### config.mk
export PLATFORM = sky130hd
export DESIGN_NAME = bsel_top
export DESIGN_NICKNAME = d
export VERILOG_FILES = /design/src/rtl/bsel_decode.v /design/src/rtl/bsel_top.v
export VERILOG_INCLUDE_DIRS = /design/src /design/src/rtl
export SDC_FILE = /design/constraint.sdc
export NUM_CORES = 1
export LEC_CHECK = 0
export BUFFER_PORTS_ARGS = -buffer_cell sky130_fd_sc_hd__buf_4
export CAP_MARGIN = 10
export CELL_PAD_IN_SITES_DETAIL_PLACEMENT = 0
export CELL_PAD_IN_SITES_GLOBAL_PLACEMENT = 1
export CORE_ASPECT_RATIO = 0.75
export CORE_MARGIN = 10
export CORE_UTILIZATION = 31
export DETAILED_ROUTE_END_ITERATION = 6
export PLACE_DENSITY_LB_ADDON = 0.1
export SYNTH_ARGS = -nofsm -noshare
export SYNTH_HDL_FRONTEND = slang
export SYNTH_SLANG_ARGS = --single-unit
### constraint.sdc
create_clock -name sys_clk -period 1.2 [get_ports sys_clk]
set_clock_uncertainty 0.05 [all_clocks]
set_input_delay 0.3 -clock sys_clk [delete_from_list [all_inputs] [get_ports sys_clk]]
set_output_delay 0.3 -clock sys_clk [all_outputs]
set_load 0.1 [all_outputs]
### src/rtl/bsel_defs.vh
// boot source selector constants
`ifndef BSEL_DEFS_VH
`define BSEL_DEFS_VH
// boot source codes (output encoding)
`define BSEL_SRC_FIRST_UART    4'h0
`define BSEL_SRC_QUAD_FLASH    4'h1
`define BSEL_SRC_STATIC_8      4'h2
`define BSEL_SRC_STATIC_16     4'h3
`define BSEL_SRC_STATIC_32     4'h4
`define BSEL_SRC_USB_ZERO      4'h5
`define BSEL_SRC_USB_ONE       4'h6
`define BSEL_SRC_SYNC_SPI      4'h7
`define BSEL_SRC_SECOND_USART  4'h8
`define BSEL_SRC_NONE          4'hF
// programmed field codes
`define BSEL_OTP_STATIC_16     4'h4
`define BSEL_OTP_STATIC_32     4'h5
`define BSEL_OTP_USB_ZERO      4'h6
`define BSEL_OTP_USB_ONE       4'h7
`define BSEL_OTP_SYNC_SPI      4'h8
`define BSEL_OTP_SECOND_USART  4'h9
// pin function codes
`define BSEL_FN_DEFAULT        3'h0
`define BSEL_FN_QUAD_FLASH     3'h3
`define BSEL_FN_SYNC_PORT      3'h2
`define BSEL_FN_UART           3'h1
// edges counted before capture, lets the synchroniser fill
`define BSEL_CAPTURE_WAIT      2'h2
// static data bus width codes
`define BSEL_WIDTH_8           2'h0
`define BSEL_WIDTH_16          2'h1
`define BSEL_WIDTH_32          2'h2
`endif

### src/rtl/bsel_decode.v
// boot code decoder: otp field or straps to source
`timescale 1ns/100ps
`default_nettype none
`include "bsel_defs.vh"
module bsel_decode (
    // inputs
    input  wire [3:0] otp_code,
    input  wire [3:0] strap_code,
    // result
    output reg  [3:0] src,
    output reg        valid
);
    always @* begin
        src   = `BSEL_SRC_NONE;
        valid = 1'b0;
        if (otp_code == 4'h0) begin
            valid = (strap_code <= 4'h8);
            if (strap_code <= 4'h8) begin
                src = strap_code;
            end
        end else begin
            valid = 1'b1;
            case (otp_code)
                `BSEL_OTP_STATIC_16:    src = `BSEL_SRC_STATIC_16;
                `BSEL_OTP_STATIC_32:    src = `BSEL_SRC_STATIC_32;
                `BSEL_OTP_USB_ZERO:     src = `BSEL_SRC_USB_ZERO;
                `BSEL_OTP_USB_ONE:      src = `BSEL_SRC_USB_ONE;
                `BSEL_OTP_SYNC_SPI:     src = `BSEL_SRC_SYNC_SPI;
                `BSEL_OTP_SECOND_USART: src = `BSEL_SRC_SECOND_USART;
                default: begin
                    src   = `BSEL_SRC_NONE;
                    valid = 1'b0;
                end
            endcase
        end
    end
endmodule // bsel_decode
`default_nettype wire

### src/rtl/bsel_top.v
// boot source selector: latch selection, drive pin functions
// Behaviour
// - zero field selects source from four straps
// - programmed field codes 4-9 select boot source
// - straps 0000 select first uart pins
// - straps 0001 select quad flash boot
// - straps 0010-0100 select static memory widths
// - sync port spi flash on port3 pins 3,6,7,8
// - second usart on port2 pins 3,4
// - pin muxing set for serial flash source
// - quad and sync port functions differ
`timescale 1ns/100ps
`default_nettype none
`include "bsel_defs.vh"
module bsel_top (
    // clock and reset
    input  wire       sys_clk,
    input  wire       rst_b,
    // boot field
    input  wire [3:0] otp_boot_source_field,
    // strap pins
    input  wire       strap_bit3_pin,
    input  wire       strap_bit2_pin,
    input  wire       strap_bit1_pin,
    input  wire       strap_bit0_pin,
    // selection
    output reg  [3:0] otp_boot_source_field_q,
    output reg        boot_valid_q,
    output reg        boot_done_q,
    output reg        static_chip_select_zero_en_q,
    output reg  [1:0] static_width_q,
    // pin functions: port3 pins 3..8, port2 pins 0,1,3,4
    output reg  [2:0] p3_3_fn_q,
    output reg  [2:0] p3_4_fn_q,
    output reg  [2:0] p3_5_fn_q,
    output reg  [2:0] p3_6_fn_q,
    output reg  [2:0] p3_7_fn_q,
    output reg  [2:0] p3_8_fn_q,
    output reg  [2:0] p2_0_fn_q,
    output reg  [2:0] p2_1_fn_q,
    output reg  [2:0] p2_3_fn_q,
    output reg  [2:0] p2_4_fn_q
);
    // synchroniser stages
    reg  [3:0] strap_meta_q;
    reg  [3:0] strap_sync_q;
    // capture state
    reg  [1:0] wait_q;
    reg  [1:0] wait_d;
    reg        boot_done_d;
    reg  [3:0] otp_boot_source_field_d;
    reg        boot_valid_d;
    // decoder result
    wire [3:0] dec_src;
    wire       dec_valid;
    // next pin functions
    reg  [2:0] p3_3_fn_d;
    reg  [2:0] p3_4_fn_d;
    reg  [2:0] p3_5_fn_d;
    reg  [2:0] p3_6_fn_d;
    reg  [2:0] p3_7_fn_d;
    reg  [2:0] p3_8_fn_d;
    reg  [2:0] p2_0_fn_d;
    reg  [2:0] p2_1_fn_d;
    reg  [2:0] p2_3_fn_d;
    reg  [2:0] p2_4_fn_d;
    // next static memory setup
    reg        static_chip_select_zero_en_d;
    reg  [1:0] static_width_d;

    // static memory sources share chip select zero
    function is_static_src;
        input [3:0] src;
        begin
            is_static_src = (src == `BSEL_SRC_STATIC_8)  ||
                            (src == `BSEL_SRC_STATIC_16) ||
                            (src == `BSEL_SRC_STATIC_32);
        end
    endfunction

    // data bus width code of a static source
    function [1:0] static_width_of;
        input [3:0] src;
        begin
            case (src)
                `BSEL_SRC_STATIC_16: static_width_of = `BSEL_WIDTH_16;
                `BSEL_SRC_STATIC_32: static_width_of = `BSEL_WIDTH_32;
                default:             static_width_of = `BSEL_WIDTH_8;
            endcase
        end
    endfunction

    // port3 function; sync port leaves pins 4 and 5 alone
    function [2:0] port3_fn;
        input [3:0] src;
        input       sync_pin;
        begin
            case (src)
                `BSEL_SRC_QUAD_FLASH: begin
                    port3_fn = `BSEL_FN_QUAD_FLASH;
                end
                `BSEL_SRC_SYNC_SPI: begin
                    if (sync_pin) begin
                        port3_fn = `BSEL_FN_SYNC_PORT;
                    end else begin
                        port3_fn = `BSEL_FN_DEFAULT;
                    end
                end
                default: begin
                    port3_fn = `BSEL_FN_DEFAULT;
                end
            endcase
        end
    endfunction

    // port2 function: uart pins only for their own source
    function [2:0] port2_fn;
        input [3:0] src;
        input [3:0] owner;
        begin
            if (src == owner) begin
                port2_fn = `BSEL_FN_UART;
            end else begin
                port2_fn = `BSEL_FN_DEFAULT;
            end
        end
    endfunction

    // two-stage strap synchroniser
    always @(posedge sys_clk) begin
        if (!rst_b) begin
            strap_meta_q <= 4'h0;
            strap_sync_q <= 4'h0;
        end else begin
            strap_meta_q <= {strap_bit3_pin, strap_bit2_pin,
                             strap_bit1_pin, strap_bit0_pin};
            strap_sync_q <= strap_meta_q;
        end
    end

    bsel_decode u_dec (
        .otp_code   (otp_boot_source_field),
        .strap_code (strap_sync_q),
        .src        (dec_src),
        .valid      (dec_valid)
    );

    // capture once the synchroniser has filled
    always @* begin
        wait_d       = wait_q;
        boot_done_d  = boot_done_q;
        otp_boot_source_field_d   = otp_boot_source_field_q;
        boot_valid_d = boot_valid_q;
        if (!boot_done_q) begin
            if (wait_q == `BSEL_CAPTURE_WAIT) begin
                boot_done_d  = 1'b1;
                otp_boot_source_field_d   = dec_src;
                boot_valid_d = dec_valid;
            end else begin
                wait_d = wait_q + 2'h1;
            end
        end
    end

    // selection registers
    always @(posedge sys_clk) begin
        if (!rst_b) begin
            wait_q       <= 2'h0;
            boot_done_q  <= 1'b0;
            otp_boot_source_field_q   <= `BSEL_SRC_NONE;
            boot_valid_q <= 1'b0;
        end else begin
            wait_q       <= wait_d;
            boot_done_q  <= boot_done_d;
            otp_boot_source_field_q   <= otp_boot_source_field_d;
            boot_valid_q <= boot_valid_d;
        end
    end

    // next pin functions from the held selection
    always @* begin
        p3_3_fn_d = p3_3_fn_q;
        p3_4_fn_d = p3_4_fn_q;
        p3_5_fn_d = p3_5_fn_q;
        p3_6_fn_d = p3_6_fn_q;
        p3_7_fn_d = p3_7_fn_q;
        p3_8_fn_d = p3_8_fn_q;
        p2_0_fn_d = p2_0_fn_q;
        p2_1_fn_d = p2_1_fn_q;
        p2_3_fn_d = p2_3_fn_q;
        p2_4_fn_d = p2_4_fn_q;
        static_chip_select_zero_en_d = static_chip_select_zero_en_q;
        static_width_d               = static_width_q;
        if (boot_done_q) begin
            p3_3_fn_d = port3_fn(otp_boot_source_field_q, 1'b1);
            p3_4_fn_d = port3_fn(otp_boot_source_field_q, 1'b0);
            p3_5_fn_d = port3_fn(otp_boot_source_field_q, 1'b0);
            p3_6_fn_d = port3_fn(otp_boot_source_field_q, 1'b1);
            p3_7_fn_d = port3_fn(otp_boot_source_field_q, 1'b1);
            p3_8_fn_d = port3_fn(otp_boot_source_field_q, 1'b1);
            p2_0_fn_d = port2_fn(otp_boot_source_field_q, `BSEL_SRC_FIRST_UART);
            p2_1_fn_d = port2_fn(otp_boot_source_field_q, `BSEL_SRC_FIRST_UART);
            p2_3_fn_d = port2_fn(otp_boot_source_field_q, `BSEL_SRC_SECOND_USART);
            p2_4_fn_d = port2_fn(otp_boot_source_field_q, `BSEL_SRC_SECOND_USART);
            static_chip_select_zero_en_d = is_static_src(otp_boot_source_field_q);
            static_width_d = static_width_of(otp_boot_source_field_q);
        end
    end

    // pin function registers
    always @(posedge sys_clk) begin
        if (!rst_b) begin
            p3_3_fn_q <= `BSEL_FN_DEFAULT;
            p3_4_fn_q <= `BSEL_FN_DEFAULT;
            p3_5_fn_q <= `BSEL_FN_DEFAULT;
            p3_6_fn_q <= `BSEL_FN_DEFAULT;
            p3_7_fn_q <= `BSEL_FN_DEFAULT;
            p3_8_fn_q <= `BSEL_FN_DEFAULT;
            p2_0_fn_q <= `BSEL_FN_DEFAULT;
            p2_1_fn_q <= `BSEL_FN_DEFAULT;
            p2_3_fn_q <= `BSEL_FN_DEFAULT;
            p2_4_fn_q <= `BSEL_FN_DEFAULT;
            static_chip_select_zero_en_q <= 1'b0;
            static_width_q               <= `BSEL_WIDTH_8;
        end else begin
            p3_3_fn_q <= p3_3_fn_d;
            p3_4_fn_q <= p3_4_fn_d;
            p3_5_fn_q <= p3_5_fn_d;
            p3_6_fn_q <= p3_6_fn_d;
            p3_7_fn_q <= p3_7_fn_d;
            p3_8_fn_q <= p3_8_fn_d;
            p2_0_fn_q <= p2_0_fn_d;
            p2_1_fn_q <= p2_1_fn_d;
            p2_3_fn_q <= p2_3_fn_d;
            p2_4_fn_q <= p2_4_fn_d;
            static_chip_select_zero_en_q <= static_chip_select_zero_en_d;
            static_width_q               <= static_width_d;
        end
    end
endmodule // bsel_top
`default_nettype wire

### Word-level counts from Yosys, hierarchy flattened

Index checks and enable logic that the tools add are counted.

* bits in latches: 0
* word-level logic and storage cells: 48
* memories kept: 0
* memory bits (writable): 0
* flip-flop bits (word level): 31
* bits in read-only memories: 0
* output and inout bits: 39

* bitwise gates (word level): 2
* equality and inequality tests: 13
* muxes and demuxes: 12
* multiply operators: 0
* shift operators: 0
* add/sub/neg operators: 1
* reductions and logical operators: 7
* divide/modulo/power cells: 0
* magnitude comparators: 1

Operator list (number)
* equality test 4 x 3 -> 1 bit, second input constant: 6
* one-hot mux 4 bit (6 select lines): 1
* equality test 4 bit, second input constant: 3
* equality test 4 x 2 -> 1 bit, second input constant: 2
* logical NOT 4 bit: 2
* 2-to-1 mux 4 bit: 2
* one-hot mux 2 bit (2 select lines): 2
* 2-to-1 mux 1 bit: 6
* OR reduction 6 bit: 1
* equality test 4 x 1 -> 1 bit, second input constant: 1
* <= comparator 4 bit, second input constant: 1
* AND reduction 2 bit: 2
* adder 2 x 1 -> 2 bit, second input constant: 1
* equality test 2 bit, second input constant: 1
* logical OR 1 bit: 2
* 2-to-1 mux 2 bit: 1
* inverter 1 bit: 2

### Depth between registers and ports, before layout

Gate-level depths: netlist (run 1).

* depth after elaboration: 4
* mapped depth: 5

### By module

Synthesis (run 1) repeated with hierarchy kept, for this count alone.

* cells, all modules: 134
* area, all modules: 1206.2 sq um

By module, submodules not included
* bsel_top: area an instance 1029.7 sq um, cells an instance 110, instances 1
* bsel_decode: area an instance 176.4 sq um, cells an instance 24, instances 1

### Worst setup path before layout (run 1)

No wires, ideal clock.

* path kind: register to register
* start: register boot_done_q
* end: register otp_boot_source_field_q[0]
* setup time: 0.095 ns
* stages on the path, launching flop included: 4
* arrival time: 1.721 ns
* path slack: -0.666 ns
* data required time: 1.055 ns
* path through: dfxtp_1 -> nor2b_1 -> and3_1 -> a221oi_1

* longest elaborated chain between the ends: 2

RTL lines
* start, declared: RTL line bsel_top.v:29 `output reg boot_done_q,`
* start signal, assigned: RTL line bsel_top.v:174 `boot_done_q <= boot_done_d;`
* inverter 1 bit (no line)
* AND reduction 2 bit (no line)
* end signal, assigned: RTL line bsel_top.v:170 `` otp_boot_source_field_q <= `BSEL_SRC_NONE; ``
* end signal, assigned: RTL line bsel_top.v:175 `otp_boot_source_field_q <= otp_boot_source_field_d;`
* end, declared: RTL line bsel_top.v:27 `output reg [3:0] otp_boot_source_field_q,`

Every way passes these cells.
A chain may end at the register's enable or synchronous reset.

==> results of run 1 <==
power groups by stage:
stage	sequential (mW)	clock [mW]	combinational [mW]
after floorplan	1.43	0	0.626
after global placement	1.03	0	1.27
after detailed placement	1.03	0	1.28
after CTS	1.02	0.571	1.60
after global routing	1.06	0.601	1.77
final	1.04	0.544	1.67
layout by cell type, fill, tap and decap left out, types with 6 or more instances in the layout:
cell type / synthesis / layout
sky130_fd_sc_hd__and2_1: 9 / 9
sky130_fd_sc_hd__conb_1: 1 / 14
sky130_fd_sc_hd__nand2b_1: 9 / 8
sky130_fd_sc_hd__a21boi_0: 8 / 6
sky130_fd_sc_hd__dfxtp_1: 24 / 8
sky130_fd_sc_hd__buf_12: 0 / 10
sky130_fd_sc_hd__dfxtp_2: 0 / 6
sky130_fd_sc_hd__buf_6: 0 / 12
sky130_fd_sc_hd__buf_4: 25 / 24
sky130_fd_sc_hd__dfxtp_4: 0 / 10
stage by stage:
stage / instances / setup TNS, ns / hold slack (ns) / cell area, um^2
5_1_grt: 219 / -1.01 / 0.183 / 1850
2_1_floorplan: 141 / -0.129 / 0.356 / 1320
3_5_place_dp: 207 / -0.857 / 0.368 / 1460
6_report: 219 / -0.395 / 0.187 / 1850
4_1_cts: 218 / -0.603 / 0.179 / 1770
3_3_place_gp: 207 / -0.748 / 0.361 / 1460
repair_timing:
action / in CTS / in global routing
setup buffers: 7 / 1
gates resized for setup: 52 / 20
endpoints found under the setup margin: 30 / 37
hold buffers: 0 / 0
pin swaps: 2 / 2
layout make-up:
cell class                 count  share of cell area [%]
inverter                       2                   0.406
sequential                    24                    28.4
multi-input combinational     87                    33.6
tap                           52                    3.52
clock buffer                   4                    2.97
timing repair buffer          50                    31.1
how the worst max path moves through the flow:
stage                                   from                          to  slack (ns)  depth (start not counted)
floorplan                          wait_q[0]  otp_boot_source_field_q[0]       -0.09                          5
global route                    p3_8_fn_q[1]                p3_3_fn_q[1]       -0.07                          1
global placement    otp_boot_source_field[0]  otp_boot_source_field_q[1]       -0.19                          4
CTS                             p3_8_fn_q[1]                p3_3_fn_q[1]       -0.05                          1
finish                          p3_8_fn_q[0]                p3_3_fn_q[0]       -0.04                          1
detailed placement  otp_boot_source_field[0]  otp_boot_source_field_q[1]       -0.21                          4
kinds of logic after synthesis:
| kind of cell | after synthesis | synth area share (%) |
|---|---|---|
| compound gates | 19 | 12.5 |
| flops | 24 | 40.6 |
| fa+ha+maj | 1 | 1.06 |
| xor+xnor | 3 | 2.22 |
| buf+inv | 30 | 17.4 |
| simple gates | 49 | 25.1 |
| mux | 1 | 0.846 |
| other cells | 1 | 0.317 |
flip-flops by register name (all words and copies together) (netlist names):
| signal | cells |
|---|---|
| otp_boot_source_field_q | 4 |
| strap_meta_q | 4 |
| strap_sync_q | 4 |
| p3_8_fn_q | 2 |
| static_width_q | 2 |
| wait_q | 2 |
| boot_done_q | 1 |
| boot_valid_q | 1 |
| p2_1_fn_q | 1 |
| p2_4_fn_q | 1 |
| p3_5_fn_q | 1 |
| static_chip_select_zero_en_q | 1 |
routing by layer:
metal  vias up  global-route usage (%)
met5         -                       0
met1       448                    9.70
met3         2                    4.37
met2        30                    15.4
li1        472                       -
met4         0                    2.08
==> PnR_summary.wiki, run 1 <==
{| class="wikitable"
! Metric !! Value
|-
| Status || finished with violations
|-
| Failing checks || negative setup slack
|-
| Reg-to-reg critical path endpoint || otp_boot_source_field_q[0]
|-
| Power after layout || 3.25 mW
|-
| Share of flip-flops with an asynchronous set or reset after synthesis || 0%
|-
| Switching power || 1.37 mW
|-
| Filler cells || 352
|-
| Gr usage total || between 8 and 9%
|-
| Startpoint class of the critical path || register
|-
| H-tree depth reported by CTS || 1
|-
| Total wire length || around 2.8 mm
|-
| Die Outline Area || 6720 um^2
|-
| Number of pins with negative max-slew slack in the final report || 0
|-
| CTS sink cnt || 24
|-
| Initial Utilization || roughly a third
|-
| Post-synth EDFFs || 0
|-
| Max Freq || 808 MHz
|-
| Unrepaired setup endpoints after global routing || yes
|-
| Setup violation total in the final timing report || 13
|-
| Worst-case register-to-register setup slack || 0.03 ns
|-
| Synth area leaders || sky130_fd_sc_hd__dfxtp_1 (41%), sky130_fd_sc_hd__buf_4 (16%), sky130_fd_sc_hd__a21boi_0 (5.1%)
|-
| Relative contribution of the clock network to total power || between 15 and 20%
|-
| CTS tree || done
|-
| Antenna-violating nets left || 0
|-
| Endpoint type of the worst setup path || output port
|-
| DR WL met2 || 1.39 mm
|-
| Core utilization of the finished layout || 50.5%
|-
| Number of primary I/O pins || about 50
|-
| Fraction of layout cells with a size suffix above 1 || around half
|-
| Top cell type by total area after synthesis || sky130_fd_sc_hd__dfxtp_1
|-
| Register bit total from synthesis || 24
|-
| Switching Share || 42.3%
|-
| Worst min-delay path startpoint || strap_bit0_pin
|-
| Number of DRC markers after the initial detailed-route iteration || 35
|-
| Final critical-path required period || 1.24 ns
|-
| Pwr/cell area || 1760 nW/um^2
|-
| Gate family responsible for the most delay along the worst path || flip-flops
|-
| Tcrit/Tclk final || 103%
|-
| Worst Path Class, Setup || reg -> out
|-
| Final WS setup || -0.0383 ns
|-
| Floorplan core area || 3660 um^2
|-
| Clock latency on the worst-skew pair || 0.26 ns
|-
| Post-Synthesis Cell Area || 1180 um^2
|-
| Cell variety after synth || 33
|-
| Worst Reg-to-Reg Cells || 5
|-
| Initial antenna violation count || 0
|-
| Yosys Warn Count || 0
|-
| 1st-pass router iterations || 4
|-
| Placement Setup Slack || -0.207 ns
|-
| Via count of the first global-routing pass || ~1100
|-
| Number of vias after detailed routing || roughly 950
|-
| Combinational Power Share || between 50 and 60%
|-
| Maximum cell stage delay along the critical path || 0.39 ns
|-
| Flip-flop cell with the highest count after synthesis || sky130_fd_sc_hd__dfxtp_1
|-
| Cell-by-cell listing of the critical path || buf_6
|-
| Vertical die dimension || ~74 um
|-
| Worst-path maximum fanout || 5
|-
| Met1 layer wirelength in the final routing || ~1.2 mm
|-
| Fraction of the yosys area taken by sequential cells || 40.6%
|-
| Net count, final || 179
|-
| Peak supply drop || 0.000761 V
|-
| Die outline width || 91.4 um
|-
| Routed wire length on met3 || about 230 um
|-
| Synthesized instance count || around 130
|-
| CTS clock-pin slew for the worst setup and hold paths || 0.08 ns
|-
| Final Hold Fails || 0
|-
| Most common cell in the netlist || sky130_fd_sc_hd__buf_4
|-
| CP required || 0.85 ns
|-
| DPL Wire Length || 2.13 mm
|-
| Mean routed wirelength per cell || between 10 and 15 um
|-
| Most frequent cells after synthesis || sky130_fd_sc_hd__buf_4 (25), sky130_fd_sc_hd__dfxtp_1 (24), sky130_fd_sc_hd__and2_1 (9), sky130_fd_sc_hd__nand2b_1 (9), sky130_fd_sc_hd__a21boi_0 (8)
|-
| Placer Congestion || 0.853
|-
| Average cell area after synthesis || 9.25 um^2
|-
| Static leakage || 0.762 nW
|-
| WP data arrival || 0.89 ns
|-
| Max cap viols || 0
|-
| Clock root buffer || sky130_fd_sc_hd__clkbuf_8
|-
| CP max stage cell || sky130_fd_sc_hd__dfxtp_4
|-
| Leftover overflow at the end of global routing || 0
|-
| Count of buffers inserted at the top-level ports || 34
|-
| Endpoint of the worst hold-timing path || strap_meta_q[0]
|-
| TritonCTS Buffers || 3
|-
| Max Used Layer || met4
|-
| Post-synth top area share || 40.6%
|-
| Vias/cell || 4.35
|-
| Largest net degree at the start of global routing || 15
|-
| Footprint of the flip-flops and latches || 526 um^2
|-
| Area taken by multi-input logic gates || 622 um^2
|-
| Worst Path Buf+Inv || 1
|-
| DR DRC count || 0
|-
| Sequential Power Share || 32.0%
|-
| Worst hold stages || 2
|-
| Floorplan row count || 19
|-
| Largest buffer count on any clock path || 2
|-
| Layout-stage area growth over the synthesis result || 56.3%
|-
| Design internal power || 1.88 mW
|-
| Origin of the critical flop-to-flop path || wait_q[0]
|-
| Worst hold path type || in -> reg
|-
| Final antenna diode count || 0
|-
| Wire length of the first global-routing pass || 4.98 mm
|}
(Power assumes the default switching activity.)
==> run 2: changes to the inputs <==
- PLACE_DENSITY: unset -> 0.74
- PLACE_DENSITY_LB_ADDON: 0.1 -> unset
- SLEW_MARGIN: unset -> 20
==> PnR_summary.wiki, run 2 (synthesized netlist as in run 1, its figures left out) <==
{| class="wikitable"
! Metric !! Value
|-
| Worst hold path type || in -> reg
|-
| Combinational Power Share || 52.1%
|-
| CTS tree || done
|-
| Maximum cell stage delay along the critical path || 0.43 ns
|-
| Registers with the highest flip-flop counts || otp_boot_source_field_q x4, strap_meta_q x4, strap_sync_q x4
|-
| Worst-case register-to-register setup slack || 0.02 ns
|-
| Initial antenna violation count || 0
|-
| Antenna-violating nets left || 0
|-
| Mean routed wirelength per cell || 12.2 um
|-
| Number of primary I/O pins || a little under 50
|-
| Layout-stage area growth over the synthesis result || 64.2%
|-
| Max Freq || between 800 and 900 MHz
|-
| H-tree depth reported by CTS || 1
|-
| DR DRC count || 0
|-
| Clock latency on the worst-skew pair || 0.26 ns
|-
| Switching power || 1.38 mW
|-
| Via count of the first global-routing pass || 1019
|-
| Status || finished with violations
|-
| Final critical-path required period || 1.23 ns
|-
| Number of DRC markers after the initial detailed-route iteration || 21
|-
| Number of pins with negative max-slew slack in the final report || 0
|-
| Critical path endpoint || p3_5_fn_q[1]
|-
| Failing checks || negative setup slack
|-
| Vias/cell || approximately 4.3
|-
| Placer Congestion || 0.747
|-
| Worst Reg-to-Reg Cells || 5
|-
| Leftover overflow at the end of global routing || 0
|-
| Wire length of the first global-routing pass || 4.51 mm
|-
| Gr usage total || 8.11%
|-
| Final antenna diode count || 0
|-
| Final WS setup || -0.0310 ns
|-
| Setup violation total in the final timing report || 12
|-
| Core utilization of the finished layout || 53.1%
|-
| Tcrit/Tclk final || 103%
|-
| Final Hold Fails || 0
|-
| Gate family responsible for the most delay along the worst path || flip-flops
|-
| Sequential Power Share || a little under a third
|-
| Relative contribution of the clock network to total power || 16.4%
|-
| Clock root buffer || sky130_fd_sc_hd__clkbuf_8
|-
| Design internal power || 1.89 mW
|-
| Total negative slack || -0.337 ns
|-
| Cell-by-cell listing of the critical path || buf_12
|-
| Vertical die dimension || 73.5 um
|-
| Largest net degree at the start of global routing || 20
|-
| CTS sink cnt || 24
|-
| Startpoint class of the critical path || register
|-
| Worst Path Buf+Inv || 1
|-
| Total wire length || 2.65 mm
|-
| Floorplan row count || 19
|-
| Static leakage || 0.783 nW
|-
| Worst Path Class, Setup || reg -> out
|-
| Most frequent standard cell in the layout excluding fill and tap cells || sky130_fd_sc_hd__buf_4
|-
| Peak supply drop || 0.000827 V
|-
| Crit. Startpoint || p3_5_fn_q[0]
|-
| CP max stage cell || sky130_fd_sc_hd__dfxtp_4
|-
| Die outline width || 91.4 um
|-
| Filler cells || 347
|-
| CTS clock-pin slew for the worst setup and hold paths || 0.08 ns
|-
| Net count, final || about 180
|-
| 1st-pass router iterations || 2
|-
| Switching Share || 42.2%
|-
| Reg-to-reg critical path endpoint || otp_boot_source_field_q[0]
|-
| Number of logic stages on the critical path including buffering || 1
|-
| Endpoint type of the worst setup path || output port
|-
| Worst-path maximum fanout || 5
|-
| Number of vias after detailed routing || 947
|-
| Fraction of layout cells with a size suffix above 1 || between 50 and 60%
|-
| Largest buffer count on any clock path || 2
|-
| CP required || 0.85 ns
|-
| TritonCTS Buffers || 3
|-
| Commonest non-fill, non-tap cells in the layout || sky130_fd_sc_hd__buf_4 (23), sky130_fd_sc_hd__buf_12 (19), sky130_fd_sc_hd__conb_1 (14)
|-
| Die Outline Area || 6720 um^2
|-
| Hold Slack || 0.192 ns
|-
| Count of buffers inserted at the top-level ports || 34
|-
| Max cap viols || 0
|-
| Initial Utilization || roughly 32%
|-
| DPL Wire Length || 2.03 mm
|-
| WP data arrival || 0.88 ns
|-
| Origin of the critical flop-to-flop path || wait_q[0]
|-
| Unrepaired setup endpoints after global routing || yes
|-
| Floorplan core area || 3660 um^2
|-
| Pwr/cell area || roughly 1700 nW/um^2
|}
## run 2: cell count changes in the layout (fill, tap and decap cells not counted), sizes merged
cell,delta
buf,-1
## run 2: layout make-up
cell class / count / area [um^2] / share of cell area, %
flip-flops and latches: 24 / 526 / 27.0
multi-input cells: 87 / 636 / 32.7
well taps: 52 / 65.1 / 3.35
inverters: 2 / 7.51 / 0.386
repair buffers: 49 / 654 / 33.7
clock buffers: 4 / 55.1 / 2.83
## run 2: how the worst min path moves through the flow
stage	startpoint	endpoint	slack [ns]	depth (start not counted)
after CTS	strap_bit1_pin	strap_meta_q[1]	0.18	2
after global routing	strap_bit0_pin	strap_meta_q[0]	0.18	2
final	strap_bit0_pin	strap_meta_q[0]	0.19	2
after detailed placement	strap_meta_q[1]	strap_sync_q[1]	0.37	1
after global placement	strap_meta_q[1]	strap_sync_q[1]	0.36	1
after floorplan	strap_meta_q[1]	strap_sync_q[1]	0.36	1
## run 2: metrics by stage
stage	total power [mW]	cells	setup slack, ns	cell area (um^2)
2_1_floorplan	2.05	141	-0.0893	1320
6_report	3.26	218	-0.0310	1940
4_1_cts	3.18	218	-0.0468	1820
3_5_place_dp	2.33	209	-0.225	1470
5_1_grt	3.44	218	-0.0643	1940
3_3_place_gp	2.31	209	-0.180	1470
## run 2: metal layers
metal | vias to the layer above | global-route usage, % | routed length [um]
li1 | 474 | - | -
met1 | 442 | 7.45 | 1030
met2 | 27 | 15.5 | 1390
met3 | 4 | 4.37 | 207
met4 | 0 | 2.08 | 21
met5 | - | 0 | 0
## run 2: timing repair
action / 4_1_cts / 5_1_grt
buffers inserted: 5 / 0
setup endpoints to repair: 33 / 32
hold buffers: 0 / 0
resized for setup: 65 / 29
pin swaps: 2 / 5
## run 2: power by group through the flow
stage / clock [mW] / sequential, mW / combinational, mW
3_5_place_dp: 0 / 1.03 / 1.30
6_report: 0.534 / 1.03 / 1.70
4_1_cts: 0.557 / 1.01 / 1.61
2_1_floorplan: 0 / 1.43 / 0.626
3_3_place_gp: 0 / 1.03 / 1.28
5_1_grt: 0.593 / 1.05 / 1.80
==> run 3: changes to the inputs <==
- SETUP_SLACK_MARGIN: unset -> 0.4
==> PnR_summary.wiki, run 3 (synthesized netlist as in run 1, its figures left out) <==
{| class="wikitable"
! Metric !! Value
|-
| Placer Congestion || 0.702
|-
| TritonCTS Buffers || 3
|-
| Met1 layer wirelength in the final routing || 1.25 mm
|-
| Total negative slack || -0.376 ns
|-
| Failing checks || negative setup slack
|-
| Final critical-path required period || 1.23 ns
|-
| Hold Slack || 0.189 ns
|-
| Footprint of the flip-flops and latches || about 540 um^2
|-
| Max Freq || 810 MHz
|-
| Worst-path maximum fanout || 5
|-
| Peak supply drop || 0.000914 V
|-
| Max cap viols || 0
|-
| Via count of the first global-routing pass || 1112
|-
| CTS tree || done
|-
| Die outline width || between 90 and 100 um
|-
| Fraction of layout cells with a size suffix above 1 || 62.4%
|-
| Initial antenna violation count || 0
|-
| Number of vias after detailed routing || 981
|-
| Floorplan row count || 19
|-
| Routed wire length on met3 || 222 um
|-
| Initial Utilization || 32.3%
|-
| DPL Wire Length || 2.14 mm
|-
| Worst-case register-to-register setup slack || 0 ns
|-
| Final WS setup || -0.0345 ns
|-
| Antenna-violating nets left || 0
|-
| CP max stage cell || sky130_fd_sc_hd__dfxtp_4
|-
| Wire length of the first global-routing pass || 5.09 mm
|-
| Status || finished with violations
|-
| Filler cells || 307
|-
| H-tree depth reported by CTS || 1
|-
| Most frequent standard cell in the layout excluding fill and tap cells || sky130_fd_sc_hd__buf_12
|-
| Final Hold Fails || 0
|-
| Mean routed wirelength per cell || 13.7 um
|-
| Endpoint type of the worst setup path || output port
|-
| Static leakage || 0.892 nW
|-
| Number of pins with negative max-slew slack in the final report || 0
|-
| DR WL met2 || 1.59 mm
|-
| Worst Path Class, Setup || reg -> out
|-
| Largest buffer count on any clock path || 2
|-
| Largest net degree at the start of global routing || 15
|-
| Total wire length || 3.08 mm
|-
| CTS clock-pin slew for the worst setup and hold paths || 0.08 ns
|-
| Worst Path Buf+Inv || 1
|-
| Count of buffers inserted at the top-level ports || 34
|-
| Die Outline Area || 6720 um^2
|-
| Vertical die dimension || 73.5 um
|-
| Area taken by multi-input logic gates || 714 um^2
|-
| CTS sink cnt || 24
|-
| Maximum cell stage delay along the critical path || 0.43 ns
|-
| Vias/cell || 4.36
|-
| Number of DRC markers after the initial detailed-route iteration || 34
|-
| WP data arrival || 0.88 ns
|-
| Unrepaired setup endpoints after global routing || yes
|-
| Worst hold path type || in -> reg
|-
| Gate family responsible for the most delay along the worst path || flip-flops
|-
| DR DRC count || 0
|-
| CP required || about 0.85 ns
|-
| Leftover overflow at the end of global routing || 0
|-
| Setup violation total in the final timing report || 14
|-
| Hold_buf cts || 0
|-
| Max Used Layer || met4
|-
| Net count, final || 185
|-
| Layout-stage area growth over the synthesis result || 82.0%
|-
| Startpoint class of the critical path || register
|-
| Gr usage total || 9.15%
|-
| Cell-by-cell listing of the critical path || buf_12
|-
| Registers with the highest flip-flop counts || otp_boot_source_field_q x4, strap_meta_q x4, strap_sync_q x4
|-
| Clock root buffer || sky130_fd_sc_hd__clkbuf_8
|-
| Tcrit/Tclk final || 103%
|-
| Number of primary I/O pins || 49
|-
| Commonest non-fill, non-tap cells in the layout || sky130_fd_sc_hd__buf_12 (23), sky130_fd_sc_hd__buf_4 (22), sky130_fd_sc_hd__conb_1 (14), sky130_fd_sc_hd__dfxtp_4 (14), sky130_fd_sc_hd__and2_1 (9)
|-
| Clock latency on the worst-skew pair || 0.26 ns
|-
| 1st-pass router iterations || 4
|-
| Final antenna diode count || 0
|-
| Pwr/cell area || 1640 nW/um^2
|-
| Floorplan core area || 3660 um^2
|}
==> run 3: worst paths after layout <==
check | from | cells past startpoint | endpoint
max | p3_5_fn_q[0] | 1 | p3_4_fn_q[1]
min | strap_bit1_pin | 2 | strap_meta_q[1]
max reg2reg | wait_q[0] | 5 | otp_boot_source_field_q[0]
min reg2reg | strap_meta_q[2] | 1 | strap_sync_q[2]
==> run 3: timing repair <==
action | in CTS | in global routing
resized for setup | 97 | 10
buffers inserted | 13 | 3
pin swaps | 20 | 4
hold endpoints to repair | 0 | 0
setup endpoints to repair | 41 | 41
==> run 3: metal layers <==
layer  track usage (%)  vias up
met5                 0        -
met4              2.60        0
met3              3.97        2
met2              17.1       34
met1              9.17      458
li1                  -      487
==> run 3: final cells by class <==
cell class | count | area share, %
inverter | 2 | 0.348
multi-input combinational | 87 | 33.2
timing repair buffer | 56 | 35.8
clock buffer | 4 | 2.56
sequential | 24 | 25.1
tap | 52 | 3.02
==> run 3: power breakdown <==
part           internal [mW]  total [mW]  switching (mW)
registers              0.914        1.03           0.113
clock network          0.293       0.539           0.247
logic                  0.841        1.97            1.13
total                   2.05        3.53            1.49
==> run 3: stage by stage <==
| stage | util [%] | worst slack, ns | cell area (um^2) | total power [mW] | std cells |
|---|---|---|---|---|---|
| floorplan | - | -0.0135 | 1500 | 2.21 | 141 |
| global placement | 41.5 | -0.152 | 1520 | 2.38 | 205 |
| detailed placement | 41.5 | -0.170 | 1520 | 2.40 | 205 |
| CTS | 57.2 | -0.0444 | 2100 | 3.49 | 222 |
| global route | 58.9 | -0.0647 | 2150 | 3.70 | 225 |
| finish | 58.9 | -0.0345 | 2150 | 3.53 | 225 |
